File: src/verilog/cufes_pkg.sv
// Constants for the card UART FIFO, parity and status block
// Overview of operation
// - Write-only 8-bit FIFO and parity configuration register at 0Ch, cleared by reset.
// - Parity error count field bits 6:4 sets the threshold at value plus one.
// - In T=0 a good character before the threshold clears the error counter.
// - Reaching the threshold sets the parity flag until 2 ms after the status register is read.
// - In T=0 a NAKed character is resent automatically up to count times at 15 ETU.
// - With count zero resending is off; a rewritten character starts at 13.5 ETU.
// - FIFO length field bits 2:0 sets reception FIFO depth at value plus one.
// - Interrupt output goes low while any error, early answer or time-out flag is set.
// - The flag that raised the interrupt clears 2 ms after the status read strobe rises.
// - Transmit-empty or receive-full also pulls interrupt low unless masked.
// - That flag clears 3 cycles after data write or read, or on transmit to receive.
// - In last-character mode transmit-empty is not set after the transmission.
// - Read-only status register at 0Eh, bits time-outs, early answer, errors, buffer flag.
// - Overrun flag is set when a character arrives while the FIFO is full.
// - Framing flag is set when the data line is low at 10.25 ETU after start.
// - Parity flag at 10.5 ETU receiving, 11.5 ETU sending; bad T=0 characters dropped.
// - In T=1 bad-parity characters are stored and the error counter stays idle.
package cufes_pkg;
	localparam int AW = 4;
	localparam int DW = 8;
	localparam logic [3:0] ADDR_FIFO_PARITY_CONFIG = 4'hC;
	localparam logic [3:0] ADDR_UART_STATUS = 4'hE;
	localparam int PEC_LSB = 4;
	localparam int FL_LSB = 0;
	localparam logic [2:0] PEC_RESET = 3'h0;
	localparam logic [2:0] FL_RESET = 3'h0;
	localparam logic [7:0] STATUS_RESET = 8'h00;
	localparam int ST_TO3 = 7;
	localparam int ST_TO2 = 6;
	localparam int ST_TO1 = 5;
	localparam int ST_EA = 4;
	localparam int ST_PE = 3;
	localparam int ST_OVR = 2;
	localparam int ST_FER = 1;
	localparam int ST_TBRB = 0;
	// Card timing in hundredths of an ETU, counted in quarter ETU ticks
	localparam int FER_ETU_X100 = 1025;
	localparam int PE_RX_ETU_X100 = 1050;
	localparam int PE_TX_ETU_X100 = 1150;
	localparam int MANUAL_ETU_X100 = 1350;
	localparam int RESEND_ETU_X100 = 1500;
	localparam logic [6:0] FER_Q = 7'(FER_ETU_X100 * 4 / 100);
	localparam logic [6:0] PE_RX_Q = 7'(PE_RX_ETU_X100 * 4 / 100);
	localparam logic [6:0] PE_TX_Q = 7'(PE_TX_ETU_X100 * 4 / 100);
	localparam logic [6:0] MANUAL_Q = 7'(MANUAL_ETU_X100 * 4 / 100);
	localparam logic [6:0] RESEND_Q = 7'(RESEND_ETU_X100 * 4 / 100);
	localparam int CLK_MHZ = 100;
	localparam int CLR_DELAY_US = 2000;
	localparam int CLR_DELAY_CYC = CLR_DELAY_US * CLK_MHZ;
	localparam int TBRB_CLR_CYC = 3;
	localparam int FIFO_MAX = 8;
endpackage

File: src/verilog/cufes_stream_if.sv
// Valid and ready stream carrying received characters
`timescale 1ns/1ps
`default_nettype none
interface cufes_stream_if #(parameter int W = 8);
	logic valid;
	logic ready;
	logic [W-1:0] data;
	modport src (output valid, output data, input ready);
	modport snk (input valid, input data, output ready);
endinterface
`default_nettype wire

File: src/verilog/cufes_buf2.sv
// Two-entry buffer between the reception FIFO and the host read port
`timescale 1ns/1ps
`default_nettype none
module cufes_buf2 #(parameter int W = 8) (
	input wire logic i_clk,
	input wire logic i_reset,
	cufes_stream_if.snk s_in,
	output logic o_valid,
	output logic [W-1:0] o_data,
	input wire logic i_ready
);
	logic [W-1:0] mem [2];
	logic wp;
	logic rp;
	logic [1:0] cnt;
	logic push;
	logic pop;

	assign s_in.ready = (cnt != 2'h2);
	assign push = s_in.valid && (cnt != 2'h2);
	assign pop = o_valid && i_ready;

	always_ff @(posedge i_clk) begin
		if (i_reset) begin
			wp <= 1'b0;
			rp <= 1'b0;
			cnt <= 2'h0;
		end else begin
			if (push) begin
				mem[wp] <= s_in.data;
				wp <= ~wp;
			end
			if (pop)
				rp <= ~rp;
			cnt <= 2'(cnt + {1'b0, push} - {1'b0, pop});
		end
	end

	// Output word and valid held in flops
	always_ff @(posedge i_clk) begin
		if (i_reset) begin
			o_valid <= 1'b0;
			o_data <= '0;
		end else if (pop || !o_valid) begin
			if (pop && cnt == 2'h2) begin
				o_valid <= 1'b1;
				o_data <= mem[~rp];
			end else if (pop && push && cnt == 2'h1) begin
				o_valid <= 1'b1;
				o_data <= s_in.data;
			end else if (!pop && cnt == 2'h0 && push) begin
				o_valid <= 1'b1;
				o_data <= s_in.data;
			end else if (!pop && cnt != 2'h0) begin
				o_valid <= 1'b1;
				o_data <= mem[rp];
			end else begin
				o_valid <= 1'b0;
			end
		end
	end
endmodule
`default_nettype wire

File: src/verilog/cufes_top.sv
// Card UART FIFO and parity configuration, error counting and status register
`timescale 1ns/1ps
`default_nettype none
module cufes_top #(
	parameter int CLR_DELAY = cufes_pkg::CLR_DELAY_CYC
) (
	input wire logic I_MCLK,
	input wire logic I_RESET,
	input wire logic I_CS_N,
	input wire logic I_RD_N,
	input wire logic I_WR_N,
	input wire logic [cufes_pkg::AW-1:0] I_ADDR,
	input wire logic [cufes_pkg::DW-1:0] I_DATA,
	output logic [cufes_pkg::DW-1:0] O_DATA,
	output logic O_DATA_OE_N,
	output logic O_INT_N,
	input wire logic I_PROTO_T1,
	input wire logic I_TX_MODE,
	input wire logic I_LCT,
	input wire logic I_TXRX_IRQ_MASK,
	input wire logic I_TX_WRITE,
	input wire logic I_QETU_TICK,
	input wire logic I_START_BIT,
	input wire logic I_IO,
	input wire logic I_RX_CHAR_VALID,
	input wire logic [cufes_pkg::DW-1:0] I_RX_CHAR,
	input wire logic I_RX_PARITY_BAD,
	input wire logic I_TX_DONE,
	input wire logic I_TX_NAK,
	input wire logic I_TO1,
	input wire logic I_TO2,
	input wire logic I_TO3,
	input wire logic I_EARLY_ANSWER,
	output logic O_RX_VALID,
	output logic [cufes_pkg::DW-1:0] O_RX_DATA,
	input wire logic I_RX_READ,
	output logic O_TX_START,
	output logic O_TX_RESEND,
	output logic O_CONTROL_READY
);
	import cufes_pkg::*;

	localparam logic [17:0] CLR_LOAD = 18'(CLR_DELAY);

	logic cs_q;
	logic rd_n_q;
	logic wr_n_q;
	logic [3:0] addr_q;
	logic [7:0] data_q;
	logic [2:0] parity_count;
	logic [2:0] fifo_depth;
	logic [7:0] status;
	logic [7:0] next_status;
	logic stat_read;
	logic [6:0] clr_snap;
	logic [17:0] clr_timer;
	logic clr_fire;
	logic [6:0] qcnt;
	logic [2:0] perr_cnt;
	logic pe_rx_pend;
	logic pe_tx_pend;
	logic resend_pend;
	logic manual_pend;
	logic nak_manual;
	logic [2:0] resend_cnt;
	logic [DW-1:0] fifo_mem [FIFO_MAX];
	logic [2:0] fifo_wp;
	logic [2:0] fifo_rp;
	logic [3:0] fifo_cnt;
	logic fifo_full;
	logic fifo_push;
	logic fifo_pop;
	logic overrun_ev;
	logic rx_good;
	logic rx_bad_t0;
	logic tx_mode_q;
	logic [TBRB_CLR_CYC-1:0] tbrb_clr_pipe;
	logic tbrb_set;
	logic tbrb_clr;
	logic rx_pop_ev;

	cufes_stream_if #(.W(DW)) fifo_out ();

	// Quarter ETU milestone after the latest start bit
	function automatic logic at_q(input logic [6:0] cnt, input logic [6:0] q);
		return cnt == 7'(q - 7'h01);
	endfunction

	// Bus strobes sampled each clock
	always_ff @(posedge I_MCLK) begin
		if (I_RESET) begin
			cs_q <= 1'b0;
			rd_n_q <= 1'b1;
			wr_n_q <= 1'b1;
			addr_q <= 4'h0;
			data_q <= 8'h00;
		end else begin
			cs_q <= ~I_CS_N;
			rd_n_q <= I_RD_N;
			wr_n_q <= I_WR_N;
			addr_q <= I_ADDR;
			data_q <= I_DATA;
		end
	end

	// Configuration write on the rising edge of the write strobe
	always_ff @(posedge I_MCLK) begin
		if (I_RESET) begin
			parity_count <= PEC_RESET;
			fifo_depth <= FL_RESET;
		end else if (cs_q && !wr_n_q && I_WR_N
			&& addr_q == ADDR_FIFO_PARITY_CONFIG) begin
			parity_count <= data_q[PEC_LSB +: 3];
			fifo_depth <= data_q[FL_LSB +: 3];
		end
	end

	assign stat_read = ~I_CS_N && ~I_RD_N && I_ADDR == ADDR_UART_STATUS;

	// Read data and bus drive enable
	always_ff @(posedge I_MCLK) begin
		if (I_RESET) begin
			O_DATA <= 8'h00;
			O_DATA_OE_N <= 1'b1;
		end else begin
			O_DATA <= stat_read ? status : 8'h00;
			O_DATA_OE_N <= ~stat_read;
		end
	end

	// Snapshot of flags raised at read, cleared after the delay
	always_ff @(posedge I_MCLK) begin
		if (I_RESET) begin
			clr_snap <= 7'h00;
			clr_timer <= 18'h0;
		end else if (cs_q && !rd_n_q && I_RD_N && addr_q == ADDR_UART_STATUS) begin
			clr_snap <= clr_snap | status[7:1];
			clr_timer <= CLR_LOAD;
		end else if (clr_timer != 18'h0) begin
			clr_timer <= 18'(clr_timer - 18'h1);
		end else begin
			clr_snap <= 7'h00;
		end
	end

	assign clr_fire = (clr_timer == 18'h1);

	// Quarter ETU counter since the start bit
	always_ff @(posedge I_MCLK) begin
		if (I_RESET)
			qcnt <= 7'h7F;
		else if (I_START_BIT)
			qcnt <= 7'h00;
		else if (I_QETU_TICK && qcnt != 7'h7F)
			qcnt <= 7'(qcnt + 7'h01);
	end

	assign rx_good = I_RX_CHAR_VALID && !I_RX_PARITY_BAD;
	assign rx_bad_t0 = I_RX_CHAR_VALID && I_RX_PARITY_BAD && !I_PROTO_T1;

	// Parity error counter and retransmission control
	always_ff @(posedge I_MCLK) begin
		if (I_RESET) begin
			perr_cnt <= 3'h0;
			pe_rx_pend <= 1'b0;
			pe_tx_pend <= 1'b0;
			resend_pend <= 1'b0;
			resend_cnt <= 3'h0;
			nak_manual <= 1'b0;
		end else begin
			if (I_TX_MODE && I_TX_NAK && !I_PROTO_T1) begin
				if (perr_cnt == parity_count) begin
					pe_tx_pend <= 1'b1;
					perr_cnt <= 3'h0;
				end else begin
					perr_cnt <= 3'(perr_cnt + 3'h1);
				end
				if (parity_count == 3'h0) begin
					nak_manual <= 1'b1;
				end else if (resend_cnt != parity_count) begin
					resend_pend <= 1'b1;
					resend_cnt <= 3'(resend_cnt + 3'h1);
				end
			end else if (!I_TX_MODE && rx_bad_t0) begin
				if (perr_cnt == parity_count) begin
					pe_rx_pend <= 1'b1;
					perr_cnt <= 3'h0;
				end else begin
					perr_cnt <= 3'(perr_cnt + 3'h1);
				end
			end else if ((rx_good && !I_TX_MODE && !I_PROTO_T1)
				|| (I_TX_DONE && I_TX_MODE)) begin
				perr_cnt <= 3'h0;
				resend_cnt <= 3'h0;
			end
			if (I_QETU_TICK && at_q(qcnt, PE_RX_Q))
				pe_rx_pend <= 1'b0;
			if (I_QETU_TICK && at_q(qcnt, PE_TX_Q))
				pe_tx_pend <= 1'b0;
			if (I_QETU_TICK && at_q(qcnt, RESEND_Q))
				resend_pend <= 1'b0;
			if (I_TX_WRITE)
				nak_manual <= 1'b0;
		end
	end

	// Manual rewrite after a NAK with resending off
	always_ff @(posedge I_MCLK) begin
		if (I_RESET)
			manual_pend <= 1'b0;
		else if (I_TX_WRITE && nak_manual)
			manual_pend <= 1'b1;
		else if (I_QETU_TICK && at_q(qcnt, MANUAL_Q))
			manual_pend <= 1'b0;
	end

	// Transmit start pulses
	always_ff @(posedge I_MCLK) begin
		if (I_RESET) begin
			O_TX_START <= 1'b0;
			O_TX_RESEND <= 1'b0;
		end else begin
			O_TX_START <= manual_pend && I_QETU_TICK
				&& at_q(qcnt, MANUAL_Q);
			O_TX_RESEND <= resend_pend && I_QETU_TICK
				&& at_q(qcnt, RESEND_Q);
		end
	end

	// Reception FIFO
	assign fifo_full = fifo_cnt > {1'b0, fifo_depth};
	assign fifo_pop = fifo_cnt != 4'h0 && fifo_out.ready;
	assign fifo_push = I_RX_CHAR_VALID && !I_TX_MODE && !rx_bad_t0
		&& (!fifo_full || fifo_pop);
	assign overrun_ev = I_RX_CHAR_VALID && !I_TX_MODE && !rx_bad_t0
		&& fifo_full && !fifo_pop;
	assign fifo_out.valid = fifo_cnt != 4'h0;
	assign fifo_out.data = fifo_mem[fifo_rp];

	always_ff @(posedge I_MCLK) begin
		if (I_RESET) begin
			fifo_wp <= 3'h0;
			fifo_rp <= 3'h0;
			fifo_cnt <= 4'h0;
		end else begin
			if (fifo_push) begin
				fifo_mem[fifo_wp] <= I_RX_CHAR;
				fifo_wp <= (fifo_wp == fifo_depth) ? 3'h0 : 3'(fifo_wp + 3'h1);
			end
			if (fifo_pop)
				fifo_rp <= (fifo_rp == fifo_depth) ? 3'h0 : 3'(fifo_rp + 3'h1);
			fifo_cnt <= 4'(fifo_cnt + {3'h0, fifo_push} - {3'h0, fifo_pop});
		end
	end

	cufes_buf2 #(.W(DW)) u_buf (
		.i_clk(I_MCLK),
		.i_reset(I_RESET),
		.s_in(fifo_out),
		.o_valid(O_RX_VALID),
		.o_data(O_RX_DATA),
		.i_ready(I_RX_READ)
	);

	assign rx_pop_ev = O_RX_VALID && I_RX_READ;

	// Delayed clear of the buffer flag after data access
	always_ff @(posedge I_MCLK) begin
		if (I_RESET) begin
			tbrb_clr_pipe <= '0;
			tx_mode_q <= 1'b0;
		end else begin
			tbrb_clr_pipe <= {tbrb_clr_pipe[TBRB_CLR_CYC-2:0],
				I_TX_WRITE || rx_pop_ev};
			tx_mode_q <= I_TX_MODE;
		end
	end

	// Control ready low while a data access is still settling
	always_ff @(posedge I_MCLK) begin
		if (I_RESET)
			O_CONTROL_READY <= 1'b1;
		else
			O_CONTROL_READY <= !(I_TX_WRITE || rx_pop_ev)
				&& tbrb_clr_pipe[TBRB_CLR_CYC-2:0] == '0;
	end

	assign tbrb_set = (I_TX_MODE && !tx_mode_q)
		|| (!I_TX_MODE && fifo_full)
		|| (I_TX_MODE && I_TX_DONE && !I_LCT);
	assign tbrb_clr = tbrb_clr_pipe[TBRB_CLR_CYC-1]
		|| (!I_TX_MODE && tx_mode_q);

	// Status flags: a new event wins over a clear
	always_comb begin
		next_status = status;
		if (clr_fire)
			next_status[7:1] = status[7:1] & ~clr_snap;
		if (tbrb_clr)
			next_status[ST_TBRB] = 1'b0;
		if (I_TO3)
			next_status[ST_TO3] = 1'b1;
		if (I_TO2)
			next_status[ST_TO2] = 1'b1;
		if (I_TO1)
			next_status[ST_TO1] = 1'b1;
		if (I_EARLY_ANSWER)
			next_status[ST_EA] = 1'b1;
		if ((pe_rx_pend && I_QETU_TICK && at_q(qcnt, PE_RX_Q))
			|| (pe_tx_pend && I_QETU_TICK && at_q(qcnt, PE_TX_Q)))
			next_status[ST_PE] = 1'b1;
		if (overrun_ev)
			next_status[ST_OVR] = 1'b1;
		if (!I_TX_MODE && I_QETU_TICK && at_q(qcnt, FER_Q) && !I_IO)
			next_status[ST_FER] = 1'b1;
		if (tbrb_set)
			next_status[ST_TBRB] = 1'b1;
	end

	always_ff @(posedge I_MCLK) begin
		if (I_RESET)
			status <= STATUS_RESET;
		else
			status <= next_status;
	end

	// Interrupt, active low
	always_ff @(posedge I_MCLK) begin
		if (I_RESET)
			O_INT_N <= 1'b1;
		else
			O_INT_N <= ~((|next_status[7:1])
				|| (next_status[ST_TBRB] && !I_TXRX_IRQ_MASK));
	end
endmodule
`default_nettype wire
File: config.mk
export PLATFORM = sky130hd
export DESIGN_NAME = cufes_top
export DESIGN_NICKNAME = d
export VERILOG_FILES = /design/src/verilog/cufes_pkg.sv /design/src/verilog/cufes_stream_if.sv /design/src/verilog/cufes_buf2.sv /design/src/verilog/cufes_top.sv
export SDC_FILE = /design/constraint.sdc
export NUM_CORES = 1
export LEC_CHECK = 0
export BUFFER_PORTS_ARGS = -buffer_cell sky130_fd_sc_hd__buf_2
export CORE_MARGIN = 2
export CORE_UTILIZATION = 42
export CTS_CLUSTER_DIAMETER = 120
export DETAILED_ROUTE_END_ITERATION = 10
export SETUP_SLACK_MARGIN = 0.02
export SYNTH_ARGS = -nofsm -noshare
export SYNTH_HDL_FRONTEND = slang
export SYNTH_SLANG_ARGS = --single-unit
File: constraint.sdc
create_clock -name I_MCLK -period 2.6 [get_ports I_MCLK]
set_input_delay 0.26 -clock I_MCLK [delete_from_list [all_inputs] [get_ports I_MCLK]]
set_output_delay 0.26 -clock I_MCLK [all_outputs]
set_load 0.01 [all_outputs]
==> out/results.tsv <==
metric	value	unit
run_status	finished clean	
routedWlPerCell	16.3	um
antenna_found_initial	1	
clk_pin_slew	0.07	ns
ys_ff_latch	194	
reg2regPathDepth	13	
holdPathEnd	wr_n_q	
crit_chain	inv_2 > ha_4 > nor3b_4 > or2_4 > inv_4 > o31a_4 > inv_4 > ha_4 > inv_2 > ha_4 > inv_2 > fa_2 > nor2_1	
ys_warn_count	0	
grt_usage	17.1	%
postRouteAntennaNets	0	
cpPeakStageDelay	0.54	ns
grt_pass1_wl	27500	um
rows	51	
fin_hold_ws	0.0355	ns
chipWidth	144	um
setup_viol	0	
tightestPinTransition	0.857	ns
maxCapViolations	0	
p_comb_share	29.2	%
regToRegSetupSlack	0.14	ns
numCtsBuffers	17	
grt_pass1_vias	5538	
async_flop_share	0	%
synth_largest_area_cell	edfxtp_1	
holdPathStages	2	
grt_max_degree	47	
worst_ep_arrival_time	2.75	ns
synth_fp_nets	749	
slew_headroom	42.7	%
crit_family	adder cells	
ys_types	75	
r2r_start	fifo_cnt[2]	
firstDrtPassIters	4	
fin_cells	1054	
dp_hpwl	11900	um
p_seq_share	41.8	%
p_sw_share	31.9	%
htree_levels	4	
cp_slowest_cell	fa_2	
p_sw	0.00289	W
p_int	0.00615	W
cp.buffers_inverters	5	
ys_seq_area_share	57.0	%
area_growth	18.1	%
dr_wl_met2	8570	um
finalNetCount	840	
slew_violations	0	
cts_tree	done	
clockBufferDepth	2	
initial_core_util	42.5	%
post-route-period-util	94.4	%
final_hold_viol_count	0	
cellLeakagePower	3.69	nW
hold_path_class	input port to flop	
top_layer_used	met5	
syn_inst	686	
clk_latency	0.43	ns
crit_type	flop to flop	
die_height	144	um
startpoint_type	flop	
routed-via-count	5497	
wl_met3	601	um
synth_area	8220	um^2
min_from	I_WR_N	
r2r_end	fifo_cnt[1]	
die_area	20700	um^2
rsz0062_at_grt	true	
coreArea	19300	um^2
ioPinCount	64	
dp_cells	1017	
drtIter0Drc	247	
synth_edf_count	80	
pwr-share-clk	28.9	%
skew	0.0114	ns
port_buffers	61	
worstSetupEndpointType	flop	
synth_top_area_share	29.2	%
period_needed	2.46	ns
wirelength_met1	7720	um
required	2.90	ns
via_per_inst	5.22	
fmax	407	MHz
root_buffer	clkbuf_16	
wl	17200	um
synth.area.top_cells	edfxtp_1, dfxtp_1, mux4_2	
drc	0	
drive_gt1_share	25.9	%
power_density	932	nW/um^2
peakVddDrop	0.000530	V
avgSynthCellArea	12.0	um^2
routabilityCongestion	0.839	
overflow	0	
synth-main-ff-cell	dfxtp_1	
antenna_cells	0	
clock_sink_count	194	
path_max_fanout	3	
[metal layers]
layer | vias up | global-route usage [%]
li1 | 2694 | -
met1 | 2671 | 21.3
met2 | 106 | 29.6
met3 | 24 | 3.00
met4 | 2 | 6.60
met5 | - | 0
[cells in the mapped netlist (4+ instances only)]
cell / number
mux2i_1: 15
a21oi_1: 34
nand3b_1: 4
nor2_1: 60
nor2b_1: 28
buf_1: 5
edfxtp_1: 80
nand2b_1: 4
clkbuf_1: 14
mux4_1: 4
ha_1: 20
nand2_1: 25
nor3_1: 11
mux4_2: 12
or2_2: 4
nor4b_1: 6
xor2_1: 25
and2_1: 11
a22o_1: 8
inv_1: 32
o21ai_0: 23
xnor2_1: 12
o22ai_1: 10
nand3_1: 10
o211ai_1: 4
or3_1: 5
dfxtp_1: 114
and3_1: 4
nand4_1: 10
mux2_2: 17
o31ai_1: 9
[repair_timing]
action,in CTS,in global routing
buffers inserted,2,3
endpoints found under the setup margin,3,3
pin swaps,4,5
resized for setup,12,15
hold endpoints to repair,1,0
hold buffers,1,0
[power groups by stage]
stage                     clock network [W]  logic [W]  registers, W
after floorplan                           0    0.00183       0.00379
after global placement                    0    0.00235       0.00382
after detailed placement                  0    0.00244       0.00384
after CTS                           0.00267    0.00254       0.00377
after global routing                0.00279    0.00294       0.00383
final                               0.00261    0.00264       0.00378
[layout make-up]
class / count / area [um^2]
clock inverters: 14 / 173
fillers: 1745 / 9630
inverters: 35 / 136
repair buffers: 99 / 593
clock buffers: 17 / 425
multi-input cells: 430 / 3360
well taps: 265 / 332
flip-flops and latches: 194 / 4690
[sequential cells by signal, summed over array words and instances (netlist names), 2 cells and up, named ones only]
signal / flops
u_buf.mem: 16
u_buf.cnt: 2
clr_snap: 7
fifo_wp: 3
fifo_depth: 3
tbrb_clr_pipe: 3
O_DATA: 8
perr_cnt: 3
fifo_rp: 3
data_q: 6
qcnt: 7
u_buf.o_data: 8
fifo_mem: 64
resend_cnt: 3
clr_timer: 18
parity_count: 3
fifo_cnt: 4
addr_q: 4
status: 8
[layout by cell type (no fill, tap or decap), types with 25 or more instances in the layout]
cell type,count
nor2b_1,27
xor2_1,25
nand2_1,25
dfxtp_1,109
edfxtp_1,80
a21oi_1,32
buf_2,61
nor2_1,59
buf_4,37
inv_1,28
[metrics by stage]
step | util [%] | setup TNS (ns) | power [W] | worst slack (ns) | area [um^2]
2_1_floorplan | - | -0.0353 | 0.00562 | -0.0339 | 8250
3_3_place_gp | 46.3 | -0.0171 | 0.00617 | -0.0171 | 8960
3_5_place_dp | 46.3 | -0.218 | 0.00628 | -0.123 | 8960
4_1_cts | 49.8 | 0 | 0.00898 | 0.0285 | 9620
5_1_grt | 50.2 | 0 | 0.00956 | 0.00164 | 9710
6_report | 50.2 | 0 | 0.00904 | 0.144 | 9710
[kinds of logic (layout without fill, tap and decap cells)]
| logic type | after synthesis | after routing | share of synthesized area (%) |
|---|---|---|---|
| DFF | 194 | 194 | 57.0 |
| adders and majority gates | 21 | 21 | 3.29 |
| AOI/OAI and AO/OA | 116 | 116 | 9.37 |
| buffers and inverters | 62 | 165 | 3.72 |
| muxes | 48 | 48 | 8.73 |
| xor gates and xnor gates | 37 | 37 | 3.94 |
| and+or+nand+nor | 208 | 208 | 13.9 |
[worst max path at each step]
stage	start	endpoint	slack, ns	cells after the start
final	fifo_cnt[2]	fifo_cnt[1]	0.14	13
after CTS	fifo_depth[1]	fifo_cnt[2]	0.03	13
after detailed placement	fifo_cnt[2]	fifo_cnt[2]	-0.12	14
after floorplan	fifo_cnt[2]	fifo_cnt[2]	-0.03	15
after global placement	fifo_cnt[2]	fifo_cnt[2]	-0.02	14
after global routing	fifo_depth[2]	fifo_mem[6][1]	0.002	8
Power figures use the tool's default switching activity.
